===== config.mk =====
export PLATFORM = sky130hd
export DESIGN_NAME = sflash_front_end
export DESIGN_NICKNAME = d
export VERILOG_FILES = /design/src/include/sflash_pkg.sv /design/src/core/sflash_front_end.sv
export VERILOG_INCLUDE_DIRS = /design/src /design/src/include
export SDC_FILE = /design/constraint.sdc
export NUM_CORES = 1
export LEC_CHECK = 0
export ABC_CLOCK_PERIOD_IN_PS = 10450
export BUFFER_PORTS_ARGS = -buffer_cell sky130_fd_sc_hd__clkbuf_2
export CAP_MARGIN = 20
export CORE_MARGIN = 5
export CORE_UTILIZATION = 40
export DETAILED_ROUTE_END_ITERATION = 7
export PLACE_DENSITY = 0.57
export SYNTH_ARGS = -nofsm -noshare
export SYNTH_HDL_FRONTEND = slang
export SYNTH_SLANG_ARGS = --single-unit

===== constraint.sdc =====
create_clock -name clk -period 10.45 [get_ports clk]
set_input_delay 1.045 -clock clk [delete_from_list [all_inputs] [get_ports clk]]
set_output_delay 1.045 -clock clk [all_outputs]
set_load 0.02 [all_outputs]

===== src/include/sflash_consts.svh =====
// Constants for the serial flash bus front end
`ifndef SFLASH_CONSTS_SVH
`define SFLASH_CONSTS_SVH
`define OP_WRITE_ENABLE 8'h06
`define OP_WRITE_DISABLE 8'h04
`define OP_STATUS_READ 8'h05
`define OP_STATUS_WRITE 8'h01
`define OP_SECTOR_ERASE 8'h20
`define OP_BLOCK32_ERASE 8'h52
`define OP_BLOCK64_ERASE 8'hD8
`define OP_CHIP_ERASE_A 8'h60
`define OP_CHIP_ERASE_B 8'hC7
`define OP_PAGE_PROGRAM 8'h02
`define OP_QUAD_PROGRAM 8'h38
`define OP_POWER_DOWN 8'hB9
`define OP_RELEASE 8'hAB
`define OP_READ 8'h03
`define OP_FAST_READ 8'h0B
`define OP_PARAM_READ 8'h5A
`define OP_DUAL_IO_READ 8'hBB
`define OP_DUAL_OUT_READ 8'h3B
`define OP_QUAD_IO_READ 8'hEB
`define OP_IDENT_READ 8'h9F
`define OP_MFR_ID_READ 8'h90
`define OP_MFR_ID2_READ 8'hEF
`define OP_MFR_ID4_READ 8'hDF
`define OP_AREA_ENTRY 8'hB1
`define OP_AREA_EXIT 8'hC1
`define OP_SECURITY_READ 8'h2B
`define OP_SECURITY_WRITE 8'h2F
`define OP_PROT_SELECT 8'h68
`define OP_SINGLE_LOCK 8'h36
`define OP_SINGLE_UNLOCK 8'h39
`define OP_GANG_UNLOCK 8'h98
`define SECTOR_SHIFT 12
`define BLOCK32_SHIFT 15
`define BLOCK64_SHIFT 16
`define TOP_BLOCK64 4'hF
`define BOTTOM_BLOCK64 4'h0
`endif


===== src/include/sflash_pkg.sv =====
// Types for the serial flash bus front end
package sflash_pkg;
   typedef enum logic [2:0] {
      ST_STANDBY = 3'b001,
      ST_OPCODE = 3'b010,
      ST_ACTIVE = 3'b100
   } link_state_t;
   typedef struct packed {
      logic [7:0] opcode;
      logic [23:0] addr;
   } cmd_t;
   typedef struct packed {
      logic [7:0] sector;
      logic [4:0] block32;
      logic [3:0] block64;
      logic sector_lock;
   } addr_map_t;
endpackage : sflash_pkg


===== src/core/sflash_front_end.sv =====
// Serial bus front end of a serial NOR flash
`timescale 1ns/1ps
`default_nettype none
`include "sflash_consts.svh"
module sflash_front_end
   import sflash_pkg::*;
(
   input wire logic clk,
   input wire logic rst,
   input wire logic chip_sel_n,
   input wire logic serial_clk,
   input wire logic serial_in_io0,
   input wire logic pause_n,
   input wire logic busy,
   input wire logic [7:0] tx_byte,
   output logic serial_out_io1,
   output logic serial_out_oe,
   output logic tx_byte_req,
   output logic cmd_exec,
   output cmd_t cmd_out,
   output addr_map_t addr_map,
   output logic link_active,
   output logic paused
);
   // ****************************************
   // Input synchronisers
   // ****************************************
   logic [1:0] cs_sync_reg, sck_sync_reg, si_sync_reg, hold_sync_reg;
   logic cs_d_reg, sck_d_reg;
   // Two flops per pin, then one delay stage on select and clock for edge finding
   always_ff @(posedge clk or posedge rst) begin
      if (rst) begin
         cs_sync_reg <= 2'h3;
         sck_sync_reg <= 2'h0;
         si_sync_reg <= 2'h0;
         hold_sync_reg <= 2'h3;
         cs_d_reg <= 1'b1;
         sck_d_reg <= 1'b0;
      end else begin
         cs_sync_reg <= {cs_sync_reg[0], chip_sel_n};
         sck_sync_reg <= {sck_sync_reg[0], serial_clk};
         si_sync_reg <= {si_sync_reg[0], serial_in_io0};
         hold_sync_reg <= {hold_sync_reg[0], pause_n};
         cs_d_reg <= cs_sync_reg[1];
         sck_d_reg <= sck_sync_reg[1];
      end
   end
   wire logic cs_n = cs_sync_reg[1];
   wire logic sck = sck_sync_reg[1];
   wire logic si = si_sync_reg[1];
   wire logic hold_n = hold_sync_reg[1];
   // Edges come from the synchronised level and its one-cycle delay
   wire logic cs_fall = cs_d_reg & ~cs_n;
   wire logic cs_rise = ~cs_d_reg & cs_n;
   // ****************************************
   // Pause tracking
   // ****************************************
   logic pause_reg, pause_next;
   // A change of pause level only takes effect while the clock is low
   // Select high always clears a pause, but after an abort the lockout keeps the link frozen until select falls while pause_n is high
   assign pause_next = cs_n ? 1'b0 : (sck ? pause_reg : ~hold_n);
   // Select rising while paused throws the command away and locks the link
   wire logic abort = cs_rise & pause_reg;
   logic locked_reg; // Set by an abort until select falls while pause_n is high
   wire logic link_ok = ~pause_reg & ~locked_reg;
   // Clock edges are masked while paused or locked; the delay stage keeps tracking
   wire logic sck_rise = link_ok & sck & ~sck_d_reg;
   wire logic sck_fall = link_ok & ~sck & sck_d_reg;
   // ****************************************
   // Opcode decoding
   // ****************************************
   // Opcodes followed by an output phase; release also returns an ID byte
   function automatic logic is_read_op(input logic [7:0] op);
      case (op)
         `OP_STATUS_READ, `OP_READ, `OP_FAST_READ, `OP_PARAM_READ, `OP_DUAL_IO_READ,
         `OP_DUAL_OUT_READ, `OP_QUAD_IO_READ, `OP_IDENT_READ, `OP_MFR_ID_READ,
         `OP_MFR_ID2_READ, `OP_MFR_ID4_READ, `OP_SECURITY_READ, `OP_RELEASE:
            is_read_op = 1'b1;
         default: is_read_op = 1'b0;
      endcase
   endfunction : is_read_op
   // Opcodes that only take effect when select rises on a byte boundary
   // Release sits in both lists: it answers like a read yet must end on a boundary
   function automatic logic is_mod_op(input logic [7:0] op);
      case (op)
         `OP_WRITE_ENABLE, `OP_WRITE_DISABLE, `OP_STATUS_WRITE, `OP_SECTOR_ERASE,
         `OP_BLOCK32_ERASE, `OP_BLOCK64_ERASE, `OP_CHIP_ERASE_A, `OP_CHIP_ERASE_B,
         `OP_PAGE_PROGRAM, `OP_QUAD_PROGRAM, `OP_POWER_DOWN, `OP_RELEASE, `OP_AREA_ENTRY,
         `OP_AREA_EXIT, `OP_SECURITY_WRITE, `OP_PROT_SELECT, `OP_SINGLE_LOCK,
         `OP_SINGLE_UNLOCK, `OP_GANG_UNLOCK:
            is_mod_op = 1'b1;
         default: is_mod_op = 1'b0;
      endcase
   endfunction : is_mod_op
   // Commands that touch the array or its state; refused while busy
   function automatic logic is_array_op(input logic [7:0] op);
      is_array_op = is_mod_op(op) & (op != `OP_WRITE_DISABLE);
   endfunction : is_array_op
   // ****************************************
   // Serial state machine
   // ****************************************
   // The bit counter runs through the whole frame, so a zero count at select rise
   // means the frame held a whole number of bytes
   link_state_t state_reg, state_next;
   logic [7:0] shift_reg, opcode_reg;
   logic [2:0] bit_cnt_reg;
   logic [23:0] addr_reg;
   logic [2:0] addr_bytes_reg;
   logic [7:0] out_reg;
   logic out_en_reg;
   wire logic [7:0] shift_next = {shift_reg[6:0], si};
   wire logic byte_done = sck_rise & (bit_cnt_reg == 3'h7);
   wire logic op_known = is_read_op(shift_next) | is_mod_op(shift_next);
   // A modifying command is run on select rise exactly at a byte boundary
   wire logic exec_ok = cs_rise & ~pause_reg & (state_reg == ST_ACTIVE)
      & is_mod_op(opcode_reg) & (bit_cnt_reg == 3'h0)
      & ~(busy & is_array_op(opcode_reg));
   always_comb begin
      state_next = state_reg;
      case (state_reg)
         ST_STANDBY: if (cs_fall) state_next = ST_OPCODE;
         ST_OPCODE: if (byte_done) state_next = op_known ? ST_ACTIVE : ST_STANDBY;
         ST_ACTIVE: state_next = ST_ACTIVE;
         default: state_next = ST_STANDBY;
      endcase
      if (cs_rise) state_next = ST_STANDBY;
   end
   // Pause, lockout and state registers
   always_ff @(posedge clk or posedge rst) begin
      if (rst) begin
         pause_reg <= 1'b0;
         locked_reg <= 1'b0;
         state_reg <= ST_STANDBY;
      end else begin
         pause_reg <= pause_next;
         if (abort) locked_reg <= 1'b1;
         else if (hold_n & ~cs_n & cs_d_reg) locked_reg <= 1'b0;
         state_reg <= abort ? ST_STANDBY : state_next;
      end
   end
   // Bit shifting, address capture and byte counting
   always_ff @(posedge clk or posedge rst) begin
      if (rst) begin
         shift_reg <= 8'h00;
         bit_cnt_reg <= 3'h0;
         opcode_reg <= 8'h00;
         addr_reg <= 24'h000000;
         addr_bytes_reg <= 3'h0;
      end else if (cs_fall | abort) begin
         bit_cnt_reg <= 3'h0;
         addr_bytes_reg <= 3'h0;
      end else if (sck_rise & (state_reg != ST_STANDBY)) begin
         shift_reg <= shift_next;
         bit_cnt_reg <= bit_cnt_reg + 3'h1;
         if (byte_done & (state_reg == ST_OPCODE)) opcode_reg <= shift_next;
         if (byte_done & (state_reg == ST_ACTIVE) & (addr_bytes_reg != 3'h3)) begin
            addr_reg <= {addr_reg[15:0], shift_next};
            addr_bytes_reg <= addr_bytes_reg + 3'h1;
         end
      end
   end
   // ****************************************
   // Output phase
   // ****************************************
   // Read-type opcodes stay in the output phase until select rises
   wire logic out_phase = (state_reg == ST_ACTIVE) & is_read_op(opcode_reg);
   // Output changes on falling clock; undriven in standby or pause
   always_ff @(posedge clk or posedge rst) begin
      if (rst) begin
         out_reg <= 8'h00;
         serial_out_io1 <= 1'b0;
         serial_out_oe <= 1'b0;
         tx_byte_req <= 1'b0;
         out_en_reg <= 1'b0;
      end else begin
         tx_byte_req <= out_phase & byte_done;
         out_en_reg <= out_phase & ~cs_n;
         serial_out_oe <= out_en_reg & out_phase & ~pause_reg & ~cs_n;
         if (sck_fall & out_phase) begin
            serial_out_io1 <= (bit_cnt_reg == 3'h0) ? tx_byte[7] : out_reg[7];
            out_reg <= (bit_cnt_reg == 3'h0) ? {tx_byte[6:0], 1'b0} : {out_reg[6:0], 1'b0};
         end
      end
   end
   // ****************************************
   // Command hand-off and address map
   // ****************************************
   // The end 64 KB blocks lock per sector, the rest per block
   wire logic [3:0] blk64 = addr_reg[`BLOCK64_SHIFT +: 4];
   wire logic sect_lock = (blk64 == `TOP_BLOCK64) | (blk64 == `BOTTOM_BLOCK64);
   always_ff @(posedge clk or posedge rst) begin
      if (rst) begin
         cmd_exec <= 1'b0;
         cmd_out <= '0;
         addr_map <= '0;
         link_active <= 1'b0;
         paused <= 1'b0;
      end else begin
         cmd_exec <= exec_ok;
         if (exec_ok) cmd_out <= '{opcode: opcode_reg, addr: addr_reg};
         addr_map <= '{sector: addr_reg[`SECTOR_SHIFT +: 8],
            block32: addr_reg[`BLOCK32_SHIFT +: 5], block64: blk64, sector_lock: sect_lock};
         link_active <= (state_reg == ST_ACTIVE);
         paused <= pause_reg;
      end
   end
endmodule : sflash_front_end
`default_nettype wire


==> summary.md <==
| Metric | Value |
|---|---|
| Area leader, netlist | dfrtp_1 |
| Clock share of power | 0.478 |
| Fin util | 0.4899 |
| Die area | about 16000 sq um |
| Final nets | 492 |
| Status | completed |
| DRC errors left | 0 |
| Cts repair resizes | 0 |
| Ant. Diodes | 0 |
| Fill cell count | around 1200 |
| CTS root buf | clkbuf_16 |
| Share of post-route cells with drive strength above 1 | 0.4037 |
| Logic pwr share | 0.091 |
| Startpoint Class | flop |
| Syn nets | 436 |
| Peak supply drop | 0.09606 mV |
| Most frequent cell after synthesis | dfrtp_1 |
| Setup CP Type | reg2reg |
| Postcts setup bufs | 0 |
| Slowest CP cell | dfstp_2 |
| Worst clock skew | roughly 0.013 ns |
| First-pass GRT wire length | 16950 microns |
| Initial antenna violation count | 0 |
| Syn Area/Cell | 12.68 sq um |
| Worst Reg2Reg Path Length in Cells | 7 |
| H-tree level count | 4 |
| Total gr overflow | 0 |
| # clock sinks | about 120 |
| CTS Hold Bufs | 0 |
| CP arrival | 2.99 ns |
| Synth cell count leaders | 109 x dfrtp_1, 74 x mux2_2, 23 x nor2_1 |
| Max Cap Viol | 0 |
| Critical Path Max Stage Delay | 0.54 ns |
| Slew Limit Fails | 0 |
| Setup violators final | 0 |
| Final Hold Violating Endpoints | 0 |
| WL/cell | 14.85 microns |
| Fin crit share | 0.2588 |
| Synth area leaders | dfrtp_1 52%, mux2_2 16%, dfstp_2 3.0% |
| CTS tree | built |
| Via Count | 3344 |
| RSZ-0062 raised after global routing | false |
| Sequential share of power | 0.431 |
| Placer's final routability congestion estimate | 0.8241 |
| Max Freq | 369.7 MHz |
| Worst Setup End Kind | flop |
| Worst-path clk slew | 0.05 ns |
| Crit path max-delay family | simple AND/OR/NAND/NOR gates |
| Largest net degree at the start of global routing | 90 |
| Post-synth ARST share | 1.000 |
| Sw Ratio | 0.2562 |
| Hold Path Class | reg2reg |
| Leakage | 3.049 nW |
| Worst Path Required | 10.74 ns |
| Ys flop type | dfrtp_1 |
| CP Max Fanout | 27 |
| Die Height | 124.5 microns |
| Pre-Repair DR Iteration Count | 4 |
| Die X | 124.5 microns |
| Synth unique cells | 59 |
| Routed WL | approximately 10000 microns |
| Number of enable flip-flop cells after synthesis | 0 |
| Sequential Area | roughly 2900 sq um |
| Multi-input logic area | 2081 sq um |
| Site row count | a little over 40 |
| HPWL after detailed placement | approximately 6400 microns |
| Max reg flops | 32 |
| R2R setup slack | 7.75 ns |
| Syn Inst Count | 414 |
| Worst Max-Slew Pin Slew | approximately 0.76 ns |
| CTS max path bufs | 2 |
| Crit path buf inv count | 2 |
| Synth Register Bits | 115 |
| CP cell instances | inv_1, ha_1, a21o_1, and2b_1, and3_1, buf_4, mux2_2 |
| WHS Endpoint | si_sync_reg[1]$_DFF_PP0_ |
| Switching power | around 300 uW |
| Post-Syn Area | 5248 sq um |
| Hold Crit Depth | 0 |
| Number of global-route vias before repair | approximately 3400 |
| Synthesis Warnings | 0 |
| Power Density | 188.0 nW/um^2 |
| GRT Total Usage | 0.1314 |
| PortBufs | 70 |
| Worst R2R End | addr_reg[12]$_DFFE_PP0P_ |
| Layout area overhead | 18.76% |
| Remaining antenna violation count | 0 |
| Core area | between 10000 and 15000 sq um |
| Cts bufs inserted | 17 |
| Sequential area share after synthesis | 0.5498 |
| Setup_tns | 0 ns |
| Starting Density | 0.4125 |
| Post-synth top area share | 0.5198 |
| Fin crit period | between 2 and 3 ns |
| Worst-Skew Late Latency | between 0.4 and 0.5 ns |
| Internal power | 871.6 uW |
| Rel. slew slack | 0.4941 |
| Hold path start | si_sync_reg[0]$_DFF_PP0_ |
| Top Ports | 71 |
| RR Startpoint | cs_d_reg$_DFF_PP1_ |
| DR vias/cell | 5.105 |
| DR iter-0 viols | 270 |
[logic make-up after synthesis]
family | after synthesis | synth area share
adders and majority gates | 7 | 0.01669
buffers and inverters | 51 | 0.05365
DFF | 115 | 0.5498
xor gates and xnor gates | 3 | 0.005008
AOI/OAI and AO/OA | 45 | 0.06533
and+or+nand+nor | 107 | 0.1261
muxes | 86 | 0.1834
[routing by layer]
layer / GRT usage / routed length (microns)
met5: 0 / 0
met4: 0.04191 / 84
met3: 0.04331 / 396
met2: 0.2118 / 4803
met1: 0.1676 / 4441
[power groups by stage]
| stage | Combinational, mW | Sequential, mW | Clock, mW |
|---|---|---|---|
| floorplan | 0.109 | 0.485 | 0 |
| global placement | 0.104 | 0.511 | 0 |
| detailed placement | 0.106 | 0.512 | 0 |
| CTS | 0.107 | 0.504 | 0.575 |
| global route | 0.120 | 0.509 | 0.599 |
| finish | 0.107 | 0.505 | 0.561 |
[placed cells by master, fill, tap and decap left out, drive strengths merged, types with 5 or more instances in the layout]
cell type  instances
a21oi              6
a31oi              5
clkbuf            88
clkinv             6
dfrtp            109
dfstp              6
ha                 7
inv               18
mux2              81
mux2i              5
nand2             15
nand2b            12
nand3              6
nand3b             5
nand4              6
nor2              23
nor2b              5
nor4               7
nor4b              5
nor4bb             5
o21ai              6
[layout make-up]
class,instances,area share
Tap cell,172,0.03453
Clock buffer,18,0.06886
Sequential cell,115,0.4630
Clock inverter,14,0.02469
Timing Repair Buffer,74,0.06625
Inverter,14,0.008834
Multi-Input combinational cell,248,0.3339
[how the worst max path moves through the flow]
stage | from | endpoint | slack (ns) | depth (start not counted)
finish | cs_d_reg$_DFF_PP1_ | addr_reg[12]$_DFFE_PP0P_ | 7.75 | 7
global route | cs_d_reg$_DFF_PP1_ | addr_reg[12]$_DFFE_PP0P_ | 7.60 | 7
CTS | bit_cnt_reg[0]$_DFFE_PP0P_ | cmd_out[12]$_DFFE_PP0P_ | 7.37 | 6
detailed placement | bit_cnt_reg[0]$_DFFE_PP0P_ | cmd_out[22]$_DFFE_PP0P_ | 7.36 | 6
global placement | bit_cnt_reg[0]$_DFFE_PP0P_ | cmd_out[15]$_DFFE_PP0P_ | 7.46 | 6
floorplan | rst | addr_bytes_reg[0]$_DFFE_PP0P_ | 6.37 | 1
[per-stage QoR]
stage / hold slack [ns] / total power [mW] / instances / worst slack (ns) / instance area (sq um)
after floorplan: 0.3312 / 0.5941 / 414 / 6.371 / 5248
after detailed placement: 0.3370 / 0.6182 / 621 / 7.355 / 5602
after global routing: 0.3531 / 1.227 / 655 / 7.595 / 6232
after global placement: 0.3325 / 0.6151 / 621 / 7.457 / 5602
final: 0.3485 / 1.172 / 655 / 7.745 / 6232
after CTS: 0.3517 / 1.186 / 653 / 7.366 / 6185
(Power assumes the default switching activity.)
